**src/rtl/wsm_cfg.svh**
```systemverilog
// constants for the wake-up source monitor
`ifndef WSM_CFG_SVH
`define WSM_CFG_SVH

// ---------------------------------------------------------------
// register byte offsets
// ---------------------------------------------------------------
`define WSM_OFS_CTRL 8'h00
`define WSM_OFS_SLEEP_EN 8'h04
`define WSM_OFS_ULP_EN 8'h08
`define WSM_OFS_TIMER 8'h0C
`define WSM_OFS_STATUS 8'h10
`define WSM_OFS_IRQ_STAT 8'h14
`define WSM_OFS_IRQ_MASK 8'h18
`define WSM_OFS_CAUSE 8'h1C

// ---------------------------------------------------------------
// field layout
// ---------------------------------------------------------------
`define WSM_CMD_SLEEP 2'h1
`define WSM_CMD_ULP 2'h2
`define WSM_NPIN 7
`define WSM_PIN_G36 2
`define WSM_PIN_G38 3
`define WSM_PIN_CARD 6
`define WSM_UEN_TIMER 0
`define WSM_UEN_G36 1
`define WSM_UEN_G38 2
`define WSM_UEN_CONV2 3
`define WSM_UEN_CONV3 4
`define WSM_IRQ_SLEEP 0
`define WSM_IRQ_ULP 1
`define WSM_IRQ_INS 2
`define WSM_IRQ_REM 3
`define WSM_TMR_W 16
`define WSM_TICK_W 16

// ---------------------------------------------------------------
// reset values and the always-watched pin mask
// ---------------------------------------------------------------
`define WSM_RST_EN5 5'h00
`define WSM_RST_TIMER 16'h0000
`define WSM_RST_IRQ 4'h0
`define WSM_RST_CAUSE 12'h000
`define WSM_ALWAYS_MON 2'h3

// ---------------------------------------------------------------
// timing
// ---------------------------------------------------------------
`define WSM_CLK_NS 20
`define WSM_TICK_NS 1000000

`endif

```
**src/rtl/wsm_pkg.sv**
```systemverilog
// types for the wake-up source monitor
package wsm_pkg;

    // -----------------------------------------------------------
    // power states
    // -----------------------------------------------------------
    typedef enum logic [2:0] {
        WSM_ACTIVE = 3'h1,
        WSM_SLEEP = 3'h2,
        WSM_ULP = 3'h4
    } wsm_state_t;

endpackage

```
**src/rtl/wsm_top.sv**
```systemverilog
// wake-up source monitor with apb register file
//
// Behaviour
// - presence detect carries an internal pull-up, so it reads high unless driven low.
// - in sleep the wake pins are general pins 2, 21, 36, 38, 42, terminal ready and presence detect.
// - a monitored pin wakes the block from sleep on a rising or a falling transition.
// - wake-hold, usb suspend, terminal ready activity or a modem message also end sleep.
// - a general pin wakes the block only once its wake enable has been set.
// - in ultra-low-power state the sleep wake pins are ignored; only configured triggers and power-on wake.
// - ultra-low-power sources are timer, pins 36 and 38, converters 2 and 3, plus power-on.
// - ultra-low-power sources other than pins 36 and 38 have no wake effect in sleep.
// - every general pin is configured with no internal pull-up.
`timescale 1ns/1ps
`include "wsm_cfg.svh"

module wsm_top #(
    parameter int ADDR_W = 8,
    parameter int TICK_CYCLES = `WSM_TICK_NS / `WSM_CLK_NS
) (
    // clock and reset
    input wire logic pclk,
    input wire logic presetn,
    // apb slave
    input wire logic psel,
    input wire logic penable,
    input wire logic pwrite,
    input wire logic [ADDR_W-1:0] paddr,
    input wire logic [31:0] pwdata,
    output logic [31:0] prdata,
    output logic pready,
    output logic pslverr,
    // wake pins
    input wire logic general_pin_2,
    input wire logic general_pin_21,
    input wire logic general_pin_36,
    input wire logic general_pin_38,
    input wire logic general_pin_42,
    input wire logic terminal_ready_line,
    input wire logic card_presence_detect,
    // internal and ultra-low-power sources
    input wire logic wake_hold_req,
    input wire logic usb_suspend_evt,
    input wire logic modem_message_exchange,
    input wire logic converter_input_2,
    input wire logic converter_input_3,
    input wire logic power_on_n,
    // pad configuration
    output logic card_detect_pullup_en,
    output logic [4:0] general_pin_pullup_en,
    // power state and interrupt
    output logic in_sleep,
    output logic in_ultra_low_power_state,
    output logic wake_pulse,
    output logic irq
);

    // ---------------------------------------------------------------
    // state
    // ---------------------------------------------------------------
    typedef struct packed {
        logic [`WSM_NPIN-1:0] sync1;
        logic [`WSM_NPIN-1:0] sync2;
        logic [`WSM_NPIN-1:0] prev;
        wsm_pkg::wsm_state_t state;
        logic [4:0] sleep_en;
        logic [4:0] ulp_en;
        logic [`WSM_TMR_W-1:0] timer_reload;
        logic [`WSM_TMR_W-1:0] timer_cnt;
        logic [`WSM_TICK_W-1:0] tick_cnt;
        logic [3:0] irq_stat;
        logic [3:0] irq_mask;
        logic [11:0] cause;
        logic [31:0] rdata;
        logic wake;
        logic card_pu;
        logic [4:0] gpio_pu;
    } wsm_regs_t;

    localparam logic [`WSM_TICK_W-1:0] TICK_LAST = `WSM_TICK_W'(TICK_CYCLES - 1);

    wsm_regs_t r;
    wsm_regs_t next_r;
    logic [`WSM_NPIN-1:0] pins;
    logic [`WSM_NPIN-1:0] pin_change;
    logic [`WSM_NPIN-1:0] sleep_mask;
    logic [`WSM_NPIN-1:0] sleep_hits;
    logic [4:0] ulp_hits;
    logic [2:0] int_hits;
    logic tick;
    logic timer_done;
    logic sleep_wake;
    logic ulp_wake;
    logic wr_en;
    logic rd_setup;
    logic addr_ok;
    logic [31:0] rd_mux;
    logic [3:0] irq_set;
    logic [3:0] irq_clr;

    assign pins = {card_presence_detect, terminal_ready_line, general_pin_42,
        general_pin_38, general_pin_36, general_pin_21, general_pin_2};

    // ---------------------------------------------------------------
    // per-pin change detection
    // ---------------------------------------------------------------
    // only the second stage and the held sample are compared
    genvar gi;
    generate
        for (gi = 0; gi < `WSM_NPIN; gi++)
        begin : g_pin
            assign pin_change[gi] = r.sync2[gi] ^ r.prev[gi];
        end
    endgenerate

    // ---------------------------------------------------------------
    // wake decisions
    // ---------------------------------------------------------------
    // terminal ready and presence detect are always watched
    assign sleep_mask = {`WSM_ALWAYS_MON, r.sleep_en};
    assign sleep_hits = pin_change & sleep_mask;
    assign int_hits = {modem_message_exchange, usb_suspend_evt, wake_hold_req};
    assign sleep_wake = (r.state == wsm_pkg::WSM_SLEEP) && ((|sleep_hits) || (|int_hits));

    assign tick = (r.tick_cnt == TICK_LAST);
    assign timer_done = (r.timer_cnt == '0);

    // pins 36/38 count here only by their own ultra-low-power enable
    assign ulp_hits[`WSM_UEN_TIMER] = timer_done & r.ulp_en[`WSM_UEN_TIMER];
    assign ulp_hits[`WSM_UEN_G36] = pin_change[`WSM_PIN_G36] & r.ulp_en[`WSM_UEN_G36];
    assign ulp_hits[`WSM_UEN_G38] = pin_change[`WSM_PIN_G38] & r.ulp_en[`WSM_UEN_G38];
    assign ulp_hits[`WSM_UEN_CONV2] = converter_input_2 & r.ulp_en[`WSM_UEN_CONV2];
    assign ulp_hits[`WSM_UEN_CONV3] = converter_input_3 & r.ulp_en[`WSM_UEN_CONV3];
    // power-on is low active and always enabled
    assign ulp_wake = (r.state == wsm_pkg::WSM_ULP)
        && ((|ulp_hits) || !power_on_n);

    // ---------------------------------------------------------------
    // apb decode
    // ---------------------------------------------------------------
    // zero wait states: data is captured in the setup cycle
    assign pready = 1'b1;
    assign wr_en = psel && penable && pwrite;
    assign rd_setup = psel && !penable && !pwrite;

    always_comb
    begin
        addr_ok = 1'b1;
        rd_mux = 32'h0000_0000;
        case (paddr)
            `WSM_OFS_CTRL:
            begin
                rd_mux = 32'h0000_0000;
            end
            `WSM_OFS_SLEEP_EN:
            begin
                rd_mux = {27'h000_0000, r.sleep_en};
            end
            `WSM_OFS_ULP_EN:
            begin
                rd_mux = {27'h000_0000, r.ulp_en};
            end
            `WSM_OFS_TIMER:
            begin
                rd_mux = {r.timer_cnt, r.timer_reload};
            end
            `WSM_OFS_STATUS:
            begin
                rd_mux = {21'h00_0000, r.sync2, 1'b0, r.state};
            end
            `WSM_OFS_IRQ_STAT:
            begin
                rd_mux = {28'h000_0000, r.irq_stat};
            end
            `WSM_OFS_IRQ_MASK:
            begin
                rd_mux = {28'h000_0000, r.irq_mask};
            end
            `WSM_OFS_CAUSE:
            begin
                rd_mux = {20'h0_0000, r.cause};
            end
            default:
            begin
                addr_ok = 1'b0;
            end
        endcase
    end

    assign pslverr = psel && penable && !addr_ok;

    // ---------------------------------------------------------------
    // interrupt events
    // ---------------------------------------------------------------
    always_comb
    begin
        irq_set = 4'h0;
        irq_set[`WSM_IRQ_SLEEP] = sleep_wake;
        irq_set[`WSM_IRQ_ULP] = ulp_wake;
        irq_set[`WSM_IRQ_INS] = pin_change[`WSM_PIN_CARD] & r.sync2[`WSM_PIN_CARD];
        irq_set[`WSM_IRQ_REM] = pin_change[`WSM_PIN_CARD] & !r.sync2[`WSM_PIN_CARD];
        irq_clr = 4'h0;
        if (wr_en && paddr == `WSM_OFS_IRQ_STAT)
        begin
            irq_clr = pwdata[3:0];
        end
    end

    // ---------------------------------------------------------------
    // next state
    // ---------------------------------------------------------------
    always_comb
    begin
        next_r = r;
        next_r.sync1 = pins;
        next_r.sync2 = r.sync1;
        next_r.prev = r.sync2;
        next_r.wake = 1'b0;
        next_r.card_pu = 1'b1;
        next_r.gpio_pu = 5'h00;
        // set wins over a clear in the same cycle
        next_r.irq_stat = (r.irq_stat & ~irq_clr) | irq_set;
        if (rd_setup)
        begin
            next_r.rdata = rd_mux;
        end
        if (r.state == wsm_pkg::WSM_ULP)
        begin
            next_r.tick_cnt = tick ? '0 : r.tick_cnt + 1'b1;
            if (tick && !timer_done)
            begin
                next_r.timer_cnt = r.timer_cnt - 1'b1;
            end
        end
        if (wr_en)
        begin
            case (paddr)
                `WSM_OFS_SLEEP_EN:
                begin
                    next_r.sleep_en = pwdata[4:0];
                end
                `WSM_OFS_ULP_EN:
                begin
                    next_r.ulp_en = pwdata[4:0];
                end
                `WSM_OFS_TIMER:
                begin
                    next_r.timer_reload = pwdata[`WSM_TMR_W-1:0];
                end
                `WSM_OFS_IRQ_MASK:
                begin
                    next_r.irq_mask = pwdata[3:0];
                end
                default:
                begin
                    next_r.irq_mask = r.irq_mask;
                end
            endcase
        end
        case (r.state)
            wsm_pkg::WSM_ACTIVE:
            begin
                // entry commands are honoured only while active
                if (wr_en && paddr == `WSM_OFS_CTRL)
                begin
                    if (pwdata[1:0] == `WSM_CMD_SLEEP)
                    begin
                        next_r.state = wsm_pkg::WSM_SLEEP;
                    end
                    else if (pwdata[1:0] == `WSM_CMD_ULP)
                    begin
                        next_r.state = wsm_pkg::WSM_ULP;
                        next_r.timer_cnt = r.timer_reload;
                        next_r.tick_cnt = '0;
                    end
                end
            end
            wsm_pkg::WSM_SLEEP:
            begin
                if (sleep_wake)
                begin
                    next_r.state = wsm_pkg::WSM_ACTIVE;
                    next_r.wake = 1'b1;
                    next_r.cause = {2'h0, int_hits, sleep_hits};
                end
            end
            wsm_pkg::WSM_ULP:
            begin
                if (ulp_wake)
                begin
                    next_r.state = wsm_pkg::WSM_ACTIVE;
                    next_r.wake = 1'b1;
                    next_r.cause = {1'b1, !power_on_n, 5'h00, ulp_hits};
                end
            end
            default:
            begin
                next_r.state = wsm_pkg::WSM_ACTIVE;
            end
        endcase
    end

    // ---------------------------------------------------------------
    // registers
    // ---------------------------------------------------------------
    always_ff @(posedge pclk or negedge presetn)
    begin
        if (!presetn)
        begin
            r.sync1 <= '0;
            r.sync2 <= '0;
            r.prev <= '0;
            r.state <= wsm_pkg::WSM_ACTIVE;
            r.sleep_en <= `WSM_RST_EN5;
            r.ulp_en <= `WSM_RST_EN5;
            r.timer_reload <= `WSM_RST_TIMER;
            r.timer_cnt <= `WSM_RST_TIMER;
            r.tick_cnt <= '0;
            r.irq_stat <= `WSM_RST_IRQ;
            r.irq_mask <= `WSM_RST_IRQ;
            r.cause <= `WSM_RST_CAUSE;
            r.rdata <= 32'h0000_0000;
            r.wake <= 1'b0;
            r.card_pu <= 1'b1;
            r.gpio_pu <= 5'h00;
        end
        else
        begin
            r <= next_r;
        end
    end

    // ---------------------------------------------------------------
    // outputs
    // ---------------------------------------------------------------
    assign prdata = r.rdata;
    assign card_detect_pullup_en = r.card_pu;
    assign general_pin_pullup_en = r.gpio_pu;
    assign in_sleep = (r.state == wsm_pkg::WSM_SLEEP);
    assign in_ultra_low_power_state = (r.state == wsm_pkg::WSM_ULP);
    assign wake_pulse = r.wake;
    assign irq = |(r.irq_stat & r.irq_mask);

endmodule

```
**config.mk**
```make
export PLATFORM = sky130hd
export DESIGN_NAME = wsm_top
export DESIGN_NICKNAME = d
export VERILOG_FILES = /design/src/rtl/wsm_pkg.sv /design/src/rtl/wsm_top.sv
export VERILOG_INCLUDE_DIRS = /design/src /design/src/rtl
export SDC_FILE = /design/constraint.sdc
export NUM_CORES = 1
export LEC_CHECK = 0
export ABC_AREA = 0
export BUFFER_PORTS_ARGS = -buffer_cell sky130_fd_sc_hd__buf_2
export CORE_ASPECT_RATIO = 0.7
export CORE_MARGIN = 1
export CORE_UTILIZATION = 57
export DETAILED_ROUTE_END_ITERATION = 12
export MAX_ROUTING_LAYER = met4
export PLACE_DENSITY = 0.8
export SLEW_MARGIN = 20
export SYNTH_ARGS = -nofsm -noshare
export SYNTH_HDL_FRONTEND = slang
export SYNTH_SLANG_ARGS = --single-unit
```
**constraint.sdc**
```tcl
create_clock -name pclk -period 2.8 [get_ports pclk]
set_input_delay 0.56 -clock pclk [delete_from_list [all_inputs] [get_ports pclk]]
set_output_delay 0.56 -clock pclk [all_outputs]
set_load 0.05 [all_outputs]
```
; After elaboration in Yosys (flattened, before gate mapping)
; Index checks and enable logic that the tools add are counted.
[word_totals]
ff_bits = 135
input_bits = 58
output_inout_bits = 44
elab_cells = 106
[op_classes]
n_addsub = 2
eq_ne = 17
mux = 22
bitwise_logic = 19
n_reduce_logical = 32
[ops]
columns = op, count
row1 = case mux 32 bit (7 select lines), 1
row2 = two-way mux 32 bit, 5
row3 = "equality test 8 x 5 -> 1 bit, second input constant", 4
row4 = two-way mux 16 bit, 2
row5 = two-way mux 12 bit, 2
row6 = case mux 12 bit (2 select lines), 1
row7 = "adder 16 x 1 -> 16 bit, second input constant", 1
row8 = "equality test 16 bit, second input constant", 1
row9 = "equality test 8 x 4 -> 1 bit, second input constant", 2
row10 = zero test 16 bit, 1
row11 = "subtractor 16 x 1 -> 16 bit, second input constant", 1
row12 = two-way mux 3 bit, 5
row13 = logical AND 1 bit, 10
row14 = case mux 3 bit (3 select lines), 1
row15 = bitwise AND 4 bit, 2
row16 = "equality test 8 x 3 -> 1 bit, second input constant", 1
row17 = zero test 8 bit, 1
row18 = AND reduction 2 bit, 4
row19 = OR reduction 8 bit, 1
row20 = bitwise AND 1 bit, 7
row21 = bitwise AND 7 bit, 1
row22 = OR reduction 7 bit, 1
row23 = XOR 1 bit, 7
row24 = zero test 1 bit, 6
row25 = 20 further kinds, 24

; Depth between registers and ports, before layout
; Gate-level depths: netlist of run 1.
[logic_depth]
ltp_word = 9
depth_mapped = 8
ltp_nobuf = 7

; Worst setup path before layout of run 1
; Ideal clock, no wire load.
[synth_timing]
kind = reg2reg
from = register r[119] (netlist bit)
to = register r[41] (netlist bit)
setup_ns = 0.125
t_arrival_ns = 2.653
required_time_ns = 2.675
setup_slack_ns = 0.022
stages_incl_launch_ff = 7
path_buffers = 1
synth_period_minus_slack_ns = 2.778
cell_sequence = dfrtp_1 nor3b_1 inv_1 a31oi_1 a21oi_2 buf_6 mux2_2
[synth_via]
elab_chain_len = 4
word_cells_on_any_way = 9
cone_classes = eq/ne (4) / mux (1) / reduce/logical (4)
[synth_lines]
columns = element, line
row1 = from (decl), wsm_top.sv:81  ; wsm_regs_t r;
row2 = from (signal assigned), wsm_top.sv:328  ; r <= next_r;
row3 = equality test 3 x 2 -> 1 bit (*), n/a
row4 = named net in_sleep, wsm_top.sv:51  ; output logic in_sleep,
row5 = logical AND 1 bit, wsm_top.sv:122  ; assign sleep_wake = (r.state == wsm_pkg::WSM_SLEEP) && ((|sleep_hits) || (|int_hits));
row6 = != test 2 x 1 -> 1 bit (no source line), n/a
row7 = AND reduction 3 bit (no source line), n/a
; Mark *: on every way through the listed nets, which the timed path passes. The rest lies on a longest branch.
; A chain may end at the register's enable or synchronous reset.

; Worst setup path in the final report of run 1
[layout_timing]
from = register r, in the netlist next_r[126]
to = register r[45] (netlist bit)
[layout_via]
elab_chain_len = 7
word_cells_on_any_way = 9
cone_classes = eq/ne (1) / mux (2) / bitwise (2) / reduce/logical (4)
[layout_lines]
columns = element, line
row1 = XOR 1 bit (*), wsm_top.sv:111  ; assign pin_change[gi] = r.sync2[gi] ^ r.prev[gi];
row2 = bitwise AND 7 bit (*), wsm_top.sv:120  ; assign sleep_hits = pin_change & sleep_mask;
row3 = OR reduction 7 bit, wsm_top.sv:122
row4 = logical OR 1 bit, wsm_top.sv:122
row5 = logical AND 1 bit, wsm_top.sv:122
row6 = != test 2 x 1 -> 1 bit (no source line), n/a
row7 = AND reduction 3 bit (no source line), n/a
; Mark *: on every way between the ends. The rest lies on a longest branch, timed or not. The select of a mux whose other input is x is not followed.

==> reports/results.md, run 1 <==
### Run status
• result of the run: completed

### Timing
• final number of hold-violating endpoints: 0
• part of the cycle the worst path needs: 0.946
• RSZ-0062 raised after global routing: no
• transition time of the tightest slew-check pin: 736 ps
• setup TNS: 0 ps
• Period minus WS final: 2650 ps
• Achievable Freq: 377 MHz
• Worst slew margin: 0.505
• max-slew violation total from the final report: 0
• worst clock skew on the final layout: 13.3 ps
• final setup vio count: 0

### Worst setup path
• critical path type: reg -> reg
• critical path launch point type: flop
• Arrival @ worst endpoint: 2950 ps
• sequence of cells on the critical path: ha_1, or4b_2, a211oi_1, a31oi_1, a21oi_2, mux2_2
• Worst EP required: 3100 ps
• slowest library cell on the worst path: sky130_fd_sc_hd__or4b_2
• number of buffer and inverter instances along the worst setup path: 0
• worst-path fanout max: 7
• category of the worst setup path capture point: flop
• critical path's largest stage delay: 610 ps
• CP delay by family, top: compound AO/OA/AOI/OAI gates

### Power
• Gate power share: 0.046
• static leakage: 3.44 nW
• switching portion of total power: 0.226
• switching power total: 1.00 mW
• internal power consumption: 3.44 mW
• clock network power share: 0.503
• Pwr per Cell Area: 591 mW/mm^2
• sequential group share of total power: 0.450
• maximum ir drop on the vdd rail: 0.480 mV

### Clock tree
• TritonCTS buffer count: 17
• clock tree from TritonCTS: yes
• number of buffers inserted by hold repair at cts: 0
• deepest clock path buffer count: 2
• Resized Gates After CTS: 0
• depth of the CTS H-tree: 4
• clock input transition at the sequential cells of the worst setup and hold paths: 60 ps
• clock root buffer master: sky130_fd_sc_hd__clkbuf_16
• total clock sinks: 135
• insertion delay of the later-clocked pin in the worst-skew pair: 420 ps
• setup fix buffers added after clock tree synthesis: 0

### Synthesis
• Yosys warning total: 0
• mapped cell area: 0.00654 mm^2
• post-synthesis cell type count: 64
• syn avg cell area: 11.1 um^2
• sequential share of the synthesized area: 0.517
• register bit count reported by yosys: 135
• number of flops mapped to enable cells by yosys: 0
• leading register cell type out of synthesis: sky130_fd_sc_hd__dfrtp_1
• number of cells produced by synthesis: 588
• share of synthesized registers carrying an async set or reset: 1.00

### Run
• max-cap check violation count: 0

### Global route
• antenna violations before repair: 0
• pin count of the biggest net entering global routing: 67
• via count of the first global-routing pass: 4577
• total routing usage reported by global routing: 0.286
• first-pass GRT wire length: 24.5 mm
• sum of overflow across all layers after global routing: 0

### Finish
• number of antenna repair diodes: 0
• final layout net count: 709
• fraction of final layout cells with drive strength greater than 1: 0.294
• most frequent standard cell in the layout excluding fill and tap cells: sky130_fd_sc_hd__dfrtp_1
• layout-stage area growth over the synthesis result: 14.9%
• fin util: 0.677
• leading cell types in the layout, fill and taps excluded: sky130_fd_sc_hd__dfrtp_1 (134), sky130_fd_sc_hd__buf_2 (77), sky130_fd_sc_hd__nand2_1 (42), sky130_fd_sc_hd__mux2_2 (39), sky130_fd_sc_hd__nor2_1 (38)
• fill cell total of the finished layout: 809
• combined flip-flop and latch cell area: 0.00338 mm^2
• combined area of the multi-input logic cells: 0.00271 mm^2

### Placed design
• placed wire-length estimate: 10.9 mm
• number of port buffers: 78
• Placer Congestion: 0.891

### Min path
• type of the worst min-delay path: in -> async

### Routing
• count of TritonRoute iterations in the first routing pass: 5
• number of design rule violations left after detail routing: 0
• Detailed Route Iter0 Violations: 332
• overall via count from detail_route: 4849
• sum of routed wire length over all layers: 15.6 mm
• Routed wire per std cell: 19.2 um
• Routed Antenna Nets: 0
• via density per instance: 5.97

### Die
• placeable core region: 0.0111 mm^2
• num ports: 102
• Die Area: 0.0119 mm^2
• number of placement rows: 32
• die width: 130 um
• overall die height: 91.6 um
• initial cell density of the core: 0.589

[final timing paths]
check,start,end,slack [ps],cells after the start
worst max-delay path,next_r[126]$_DFF_PN0_,r[45]$_DFFE_PN0P_,150,6
worst min-delay path,presetn,r[73]$_DFF_PN0_,130,1
worst max register to register,next_r[126]$_DFF_PN0_,r[45]$_DFFE_PN0P_,150,6
worst min register to register,next_r[129]$_DFF_PN0_,next_r[122]$_DFF_PN0_,350,0
max in group asynchronous,presetn,r[89]$_DFF_PN0_,1930,2
min in group pclk,general_pin_36,next_r[129]$_DFF_PN0_,250,1
[per-stage QoR]
step	hold slack, ps	setup WS (ps)	total power, mW	area, um^2	cells
finish	134	150	4.44	7510	812
global placement	334	211	2.23	6920	780
detailed placement	335	162	2.24	6920	780
floorplan	264	22.3	2.14	6550	593
CTS	157	181	4.46	7510	812
global route	174	37.3	4.57	7510	812
[final cells by class]
class	count	share of cell area
clock buffers	19	0.0576
clock inverters	13	0.0208
inverters	12	0.00766
multi-input cells	379	0.361
flip-flops and latches	135	0.450
well taps	153	0.0255
repair buffers	101	0.0775
[cells in the mapped netlist, drive strengths merged (5+ instances only)]
cell      n  area share
mux2i    11       0.017
ha        5      0.0096
nor4      5      0.0048
o21ai    19       0.015
nor3      9      0.0069
xnor2    15       0.020
a21bo     6      0.0092
or3       9      0.0086
inv      11      0.0063
o311ai    5      0.0067
nor3b     5      0.0057
buf      46       0.052
xor2     11       0.015
nand3    24       0.020
nor2     38       0.022
and3      7      0.0067
a22oi     6      0.0069
mux2     39       0.067
a22o     27       0.036
dfrtp   134        0.51
nand2    42       0.024
o31ai     6      0.0069
or4      12       0.015
a31oi     7      0.0067
a21oi    11      0.0090
clkbuf   21       0.012
o211ai    5      0.0065
[worst register-to-register path, stage by stage, from the launching register on]
cell                       delay, ps
sky130_fd_sc_hd__dfrtp_1         410
sky130_fd_sc_hd__ha_1            310
sky130_fd_sc_hd__or4b_2          610
sky130_fd_sc_hd__a211oi_1        280
sky130_fd_sc_hd__a31oi_1         170
sky130_fd_sc_hd__a21oi_2         360
sky130_fd_sc_hd__mux2_2          390
[layer usage]
| metal | up-vias | share of wire | track usage |
|---|---|---|---|
| li1 | 2202 | - | - |
| met1 | 2422 | 0.48 | 0.416 |
| met2 | 212 | 0.44 | 0.397 |
| met3 | 13 | 0.071 | 0.0713 |
| met4 | 0 | 0.010 | 0.0717 |
| met5 | - | 0 | - |
[power by group through the flow]
stage	Clock (mW)	Sequential (mW)	Combinational (mW)
2_1_floorplan	0	2.03	0.109
3_3_place_gp	0	2.03	0.202
3_5_place_dp	0	2.03	0.206
4_1_cts	2.25	2.00	0.207
5_1_grt	2.35	2.00	0.225
6_report	2.24	2.00	0.206
[cell families (layout without fill, tap and decap cells)]
| group | Yosys count | in the layout | synth area share |
|---|---|---|---|
| fa+ha+maj | 5 | 5 | 0.00957 |
| xor+xnor | 26 | 26 | 0.0348 |
| mux | 52 | 52 | 0.0915 |
| buf+inv | 79 | 145 | 0.0733 |
| simple gates | 184 | 184 | 0.153 |
| compound gates | 105 | 105 | 0.119 |
| other cells | 2 | 7 | 0.00115 |
| flops | 135 | 135 | 0.517 |
[flip-flops by register name (all words and copies together), names as in the netlist]
register	cells
prdata	32
r	88
wake_pulse	1
next_r	14
Note: power is estimated with default switching activity, not from simulation.
==> inputs of run 2 (changes only) <==
ABC_AREA = 1   (was 0)
CORE_UTILIZATION = 58   (was 57)
PLACE_DENSITY = 0.81   (was 0.8)
==> run 2 against run 1 <==
  * Largest cell class unchanged
  * First-iteration DRC count increased by 77%
  * Highest routed layer unchanged
  * Largest power group is now sequential cells
  * Global-route usage increased by 0.93 points
  * Cell count grew 35%
  * Count of clock-buffer cells in the layout down 1
  * Utilization fell by 0.82 points
  * Total power grew 12%
==> reports/results.md, run 2 <==
### Run status
• result of the run: completed

### Timing
• max-slew violation total from the final report: 0, unchanged
• setup TNS: 0 ps, unchanged
• part of the cycle the worst path needs: 0.903, -0.0438
• transition time of the tightest slew-check pin: 871 ps, +136 ps
• worst clock skew on the final layout: 10.4 ps, -2.94 ps
• Worst slew margin: 0.418, -0.0867
• Achievable Freq: 396 MHz, +4.8%
• Period minus WS final: 2530 ps, -123 ps
• RSZ-0062 raised after global routing: no
• final number of hold-violating endpoints: 0, unchanged
• final setup vio count: 0, unchanged

### Synthesis
• cell types occupying the most area after synthesis: sky130_fd_sc_hd__dfrtp_1 (48%), sky130_fd_sc_hd__nand2_1 (13%), sky130_fd_sc_hd__nor2_1 (4.7%)
• post-synthesis cell type count: 44, -31%
• cell accounting for the most synthesized area: sky130_fd_sc_hd__dfrtp_1
• mapped cell area: 0.00702 mm^2, +7.4%
• syn avg cell area: 8.02 um^2, -28%
• register bit count reported by yosys: 135, unchanged
• Yosys top cell area share: 0.478, -0.0356
• library cell with the highest instance count after synthesis: sky130_fd_sc_hd__nand2_1
• Yosys warning total: 0, unchanged
• leading register cell type out of synthesis: sky130_fd_sc_hd__dfrtp_1
• sequential share of the synthesized area: 0.481, -0.0358
• Synth top cells by count: sky130_fd_sc_hd__nand2_1 (249), sky130_fd_sc_hd__dfrtp_1 (134), sky130_fd_sc_hd__nor2_1 (88)
• number of cells produced by synthesis: 875, +49%
• number of flops mapped to enable cells by yosys: 0, unchanged
• share of synthesized registers carrying an async set or reset: 1.00, unchanged

### Worst setup path
• Worst EP required: 2240 ps, -860 ps
• Arrival @ worst endpoint: 1970 ps, -980 ps
• launch instance of the worst register-to-register path: r[75]$_DFF_PN0_
• critical path launch point type: flop
• worst-path fanout max: 16, +9
• R2R depth: 12, +6
• reg2reg setup slack: 610 ps, +460 ps
• endpoint of the lowest-slack register-to-register path: r[41]$_DFFE_PN0P_
• category of the worst setup path capture point: output port
• critical path type: reg -> out

### Finish
• fraction of final layout cells with drive strength greater than 1: 0.194, -0.101
• number of antenna repair diodes: 0, unchanged
• number of flip-flops under the largest register name: 88, unchanged
• layout-stage area growth over the synthesis result: 12.1%
• fin util: 0.669, -0.00823
• most frequent standard cell in the layout excluding fill and tap cells: sky130_fd_sc_hd__nand2_1
• leading cell types in the layout, fill and taps excluded: sky130_fd_sc_hd__nand2_1 (249), sky130_fd_sc_hd__dfrtp_1 (134), sky130_fd_sc_hd__nor2_1 (88), sky130_fd_sc_hd__inv_1 (82), sky130_fd_sc_hd__buf_2 (77)
• Post-Layout Cell Count: 1097, +35%
• largest register by flop count: r
• final layout net count: 990, +40%

### Die
• overall die height: 94.1 um, +2.7%
• num ports: 102, unchanged
• initial cell density of the core: 0.597, +0.00747
• Die Area: 0.0126 mm^2, +5.5%
• die width: 134 um, +2.7%
• number of placement rows: 33, +3.1%
• placeable core region: 0.0118 mm^2, +6.1%

### Clock tree
• depth of the CTS H-tree: 4, unchanged
• clock root buffer master: sky130_fd_sc_hd__clkbuf_16
• setup fix buffers added after clock tree synthesis: 0, unchanged
• Resized Gates After CTS: 0, unchanged
• deepest clock path buffer count: 2, unchanged
• clock tree from TritonCTS: yes
• TritonCTS buffer count: 17, unchanged
• number of buffers inserted by hold repair at cts: 0, unchanged
• total clock sinks: 135, unchanged
• insertion delay of the later-clocked pin in the worst-skew pair: 420 ps, about the same
• clock input transition at the sequential cells of the worst setup and hold paths: 60 ps, about the same

### Placed design
• Placer Congestion: 0.951, +6.8%
• number of placed instances, taps included: 1065, +37%
• placed wire-length estimate: 11.7 mm, +6.6%
• number of port buffers: 78, unchanged

### Routing
• Routed wire per std cell: 15.0 um, -22%
• sum of routed wire length over all layers: 16.4 mm, +5.2%
• Routed Antenna Nets: 0, unchanged
• overall via count from detail_route: 5911, +22%
• Detailed Route Iter0 Violations: 588, +77%
• number of design rule violations left after detail routing: 0, unchanged
• count of TritonRoute iterations in the first routing pass: 5, unchanged
• via density per instance: 5.39, -9.8%

### Power
• maximum ir drop on the vdd rail: 0.579 mV, +21%
• static leakage: 4.08 nW, +19%
• Pwr per Cell Area: 634 mW/mm^2, +7.2%

### Global route
• first-pass GRT wire length: 27.6 mm, +13%
• via count of the first global-routing pass: 5656, +24%
• sum of overflow across all layers after global routing: 0, unchanged
• pin count of the biggest net entering global routing: 64, -4.5%
• antenna violations before repair: 0, unchanged
• total routing usage reported by global routing: 0.295, +0.00932

### Run
• max-cap check violation count: 0, unchanged

### Min path
• type of the worst min-delay path: in -> async

-- run 2: cell types whose count changed in the layout (fill, tap and decap cells not counted), sizes merged, moves of 10 or more --
cell	previous run	this run
nor2	38	96
inv	11	110
a22o	27	0
o21ai	19	73
mux2	39	8
xnor2	15	3
nand3	24	64
nand2	42	258
buf	101	85
or4	12	0
o31ai	6	16
mux2i	11	0
-- run 2: metrics by stage --
stage          setup slack, ps  power (mW)  instance area [um^2]  hold slack, ps
6_report                   273        4.99                  7870             121
5_1_grt                    213        5.18                  7870             186
4_1_cts                    275        5.01                  7870             145
3_5_place_dp               501        2.85                  7300             337
3_3_place_gp               534        2.83                  7300             334
2_1_floorplan              143        2.69                  7040             264
-- run 2: layer usage --
| metal | global-route usage | vias to the layer above | share of wire |
|---|---|---|---|
| li1 | - | 2852 | - |
| met3 | 0.0609 | 24 | 0.078 |
| met1 | 0.413 | 2803 | 0.47 |
| met2 | 0.433 | 232 | 0.44 |
| met5 | - | - | 0 |
| met4 | 0.0938 | 0 | 0.012 |
-- run 2: worst max-delay path by stage --
stage / from / end / slack, ps / cells past startpoint
floorplan: paddr[0] / pslverr / 140 / 6
global placement: paddr[0] / pslverr / 530 / 8
detailed placement: paddr[0] / pslverr / 500 / 8
CTS: r[118]$_DFFE_PN0P_ / in_ultra_low_power_state / 270 / 4
global route: r[118]$_DFFE_PN0P_ / in_ultra_low_power_state / 210 / 4
finish: r[118]$_DFFE_PN0P_ / in_ultra_low_power_state / 270 / 4
-- run 2: cell families (layout without fill, tap and decap cells) --
| group | Yosys count | in the layout | synth area share |
|---|---|---|---|
| muxes | 8 | 8 | 0.0150 |
| DFF | 135 | 135 | 0.481 |
| xor gates and xnor gates | 7 | 7 | 0.00873 |
| buffers and inverters | 161 | 221 | 0.112 |
| and+or+nand+nor | 443 | 443 | 0.281 |
| other | 2 | 7 | 0.00107 |
| AOI/OAI and AO/OA | 114 | 114 | 0.0918 |
| adders and majority gates | 5 | 5 | 0.00891 |
-- run 2: layout make-up --
class / instances / area, um^2
fill: 951 / 3890
sequential: 135 / 3380
multi-input combinational: 584 / 2870
timing repair buffer: 85 / 462
clock buffer: 18 / 429
inverter: 104 / 392
tap: 157 / 196
clock inverter: 14 / 140
-- run 2: critical path, cell delays in order, from the launching register on --
cell                      delay (ps)
sky130_fd_sc_hd__dfrtp_1         420
sky130_fd_sc_hd__inv_2           110
sky130_fd_sc_hd__nand3_4         240
sky130_fd_sc_hd__inv_2           420
sky130_fd_sc_hd__buf_2           350
-- run 2: power breakdown --
part           leakage, nW  total [mW]  internal [mW]  switching, mW
clock network        0.275        2.16           1.25          0.917
logic                 2.07       0.634          0.188          0.446
registers             1.74        2.19           2.10         0.0921
total                 4.08        4.99           3.53           1.46
==> inputs of run 3 (changes only) <==
BUFFER_PORTS_ARGS = -buffer_cell sky130_fd_sc_hd__buf_4   (was -buffer_cell sky130_fd_sc_hd__buf_2)
==> run 3 against run 2 <==
  * Via count is 0.98% lower
  * Utilization is 1.5 points higher
  * Global-route usage is 0.33 points lower
  * Largest power group unchanged
==> reports/results.md, run 3 (synthesis results as in run 2) <==
### Min path
• type of the worst min-delay path: in -> async

### Global route
• total routing usage reported by global routing: 0.292, -0.00332
• pin count of the biggest net entering global routing: 67, +4.7%
• first-pass GRT wire length: 27.1 mm, -1.8%
• via count of the first global-routing pass: 5466, -3.4%
• sum of overflow across all layers after global routing: 0, unchanged
• antenna violations before repair: 0, unchanged

### Clock tree
• insertion delay of the later-clocked pin in the worst-skew pair: 420 ps, about the same
• deepest clock path buffer count: 2, unchanged
• depth of the CTS H-tree: 4, unchanged
• clock input transition at the sequential cells of the worst setup and hold paths: 60 ps, about the same
• clock tree from TritonCTS: yes
• number of buffers inserted by hold repair at cts: 0, unchanged
• total clock sinks: 135, unchanged
• TritonCTS buffer count: 17, unchanged
• Resized Gates After CTS: 0, unchanged
• setup fix buffers added after clock tree synthesis: 0, unchanged
• clock root buffer master: sky130_fd_sc_hd__clkbuf_16

### Finish
• largest register by flop count: r
• combined area of the multi-input logic cells: 0.00287 mm^2, unchanged
• number of flip-flops under the largest register name: 88, unchanged
• most frequent standard cell in the layout excluding fill and tap cells: sky130_fd_sc_hd__nand2_1
• fill cell total of the finished layout: 962, +1.2%
• number of antenna repair diodes: 0, unchanged
• leading cell types in the layout, fill and taps excluded: sky130_fd_sc_hd__nand2_1 (249), sky130_fd_sc_hd__dfrtp_1 (134), sky130_fd_sc_hd__nor2_1 (88), sky130_fd_sc_hd__inv_1 (82), sky130_fd_sc_hd__buf_4 (82)
• combined flip-flop and latch cell area: 0.00338 mm^2, unchanged
• layout-stage area growth over the synthesis result: 14.6%
• Post-Layout Cell Count: 1096, -0.091%
• final layout net count: 989, -0.10%
• fraction of final layout cells with drive strength greater than 1: 0.192, -0.00192

### Placed design
• number of placed instances, taps included: 1064, -0.094%
• placed wire-length estimate: 11.8 mm, +1.3%
• number of port buffers: 78, unchanged
• Placer Congestion: 0.962, +1.2%

### Power
• maximum ir drop on the vdd rail: 0.491 mV, -15%
• Pwr per Cell Area: 616 mW/mm^2, -2.8%
• static leakage: 4.11 nW, +0.57%

### Routing
• via density per instance: 5.34, -0.89%
• sum of routed wire length over all layers: 16.4 mm, -0.15%
• number of design rule violations left after detail routing: 0, unchanged
• count of TritonRoute iterations in the first routing pass: 5, unchanged
• Detailed Route Iter0 Violations: 477, -19%
• Routed wire per std cell: 15.0 um, about the same
• overall via count from detail_route: 5853, -0.98%
• Routed Antenna Nets: 0, unchanged

### Die
• Die Area: 0.0126 mm^2, unchanged
• overall die height: 94.1 um, unchanged
• num ports: 102, unchanged
• number of placement rows: 33, unchanged
• die width: 134 um, unchanged
• placeable core region: 0.0118 mm^2, unchanged
• initial cell density of the core: 0.597, unchanged

### Worst setup path
• launch instance of the worst register-to-register path: r[75]$_DFF_PN0_
• Worst EP required: 2240 ps, about the same
• sequence of cells on the critical path: inv_2, nand3_4, inv_2, buf_4
• R2R depth: 12, unchanged
• critical path type: reg -> out
• reg2reg setup slack: 630 ps, +20 ps
• category of the worst setup path capture point: output port
• critical path launch point type: flop
• endpoint of the lowest-slack register-to-register path: r[41]$_DFFE_PN0P_
• critical path's largest stage delay: 450 ps, +30 ps
• number of buffer and inverter instances along the worst setup path: 3, unchanged
• CP delay by family, top: buffers and inverters
• Critical Path Most Common Cell: sky130_fd_sc_hd__inv_2
• Arrival @ worst endpoint: 1960 ps, about the same
• slowest library cell on the worst path: sky130_fd_sc_hd__inv_2
• worst-path fanout max: 16, unchanged

### Timing
• Achievable Freq: 398 MHz, +0.48%
• setup TNS: 0 ps, unchanged
• final hold slack: 25.9 ps, -95.2 ps
• final number of hold-violating endpoints: 0, unchanged
• max-slew violation total from the final report: 0, unchanged
• final setup vio count: 0, unchanged
• part of the cycle the worst path needs: 0.898, -0.00427
• transition time of the tightest slew-check pin: 880 ps, +8.91 ps
• Worst slew margin: 0.412, -0.00595
• Period minus WS final: 2520 ps, -12.0 ps
• RSZ-0062 raised after global routing: no
• worst clock skew on the final layout: 8.25 ps, -2.15 ps

### Run
• max-cap check violation count: 0, unchanged

### Run status
• result of the run: completed

==> run 3: how the worst max path moves through the flow <==
| stage | slack, ps | endpoint | startpoint | cells past startpoint |
|---|---|---|---|---|
| 2_1_floorplan | 140 | pslverr | paddr[0] | 6 |
| 3_3_place_gp | 540 | pslverr | paddr[0] | 8 |
| 3_5_place_dp | 490 | pslverr | paddr[0] | 8 |
| 4_1_cts | 330 | in_ultra_low_power_state | r[118]$_DFFE_PN0P_ | 4 |
| 5_1_grt | 230 | in_ultra_low_power_state | r[118]$_DFFE_PN0P_ | 4 |
| 6_report | 280 | in_ultra_low_power_state | r[118]$_DFFE_PN0P_ | 4 |
==> run 3: metrics by stage <==
stage                     utilization  power [mW]  setup slack, ps  cell area [um^2]
after floorplan                     -        2.69              143              7040
after global placement          0.636        2.86              539              7490
after detailed placement        0.636        2.88              494              7490
after CTS                       0.684        4.96              329              8040
after global routing            0.684        5.15              229              8040
final                           0.684        4.96              285              8040
==> run 3: per-layer routing <==
layer | GRT usage | wire length [um] | vias to the layer above
met2 | 0.429 | 7380 | 208
met5 | - | 0 | -
met4 | 0.0900 | 235 | 0
met1 | 0.395 | 7540 | 2763
met3 | 0.0798 | 1240 | 30
li1 | - | - | 2852
==> run 3: power breakdown <==
part | switching [mW] | internal [mW]
logic | 0.451 | 0.213
registers | 0.0916 | 2.10
clock network | 0.872 | 1.23
total | 1.41 | 3.54
==> run 3: final cells by class <==
| class | instances | share of cell area |
|---|---|---|
| sequential | 135 | 0.420 |
| clock buffer | 19 | 0.0538 |
| tap | 157 | 0.0244 |
| clock inverter | 13 | 0.0152 |
| inverter | 104 | 0.0487 |
| timing repair buffer | 84 | 0.0804 |
| multi-input combinational | 584 | 0.357 |
==> run 3: worst reg2reg max path, stage by stage, from the launching register on <==
cell                      delay (ps)
sky130_fd_sc_hd__dfrtp_1         380
sky130_fd_sc_hd__inv_1           170
sky130_fd_sc_hd__ha_1            260
sky130_fd_sc_hd__nand2_1          70
sky130_fd_sc_hd__nor2_1          120
sky130_fd_sc_hd__nand2_2         100
sky130_fd_sc_hd__nor2_8          200
sky130_fd_sc_hd__nand2_4          90
sky130_fd_sc_hd__nand2_2         100
sky130_fd_sc_hd__nand2_4          70
sky130_fd_sc_hd__nand2_4         270
sky130_fd_sc_hd__o21ai_0         160
sky130_fd_sc_hd__o21ai_1         100
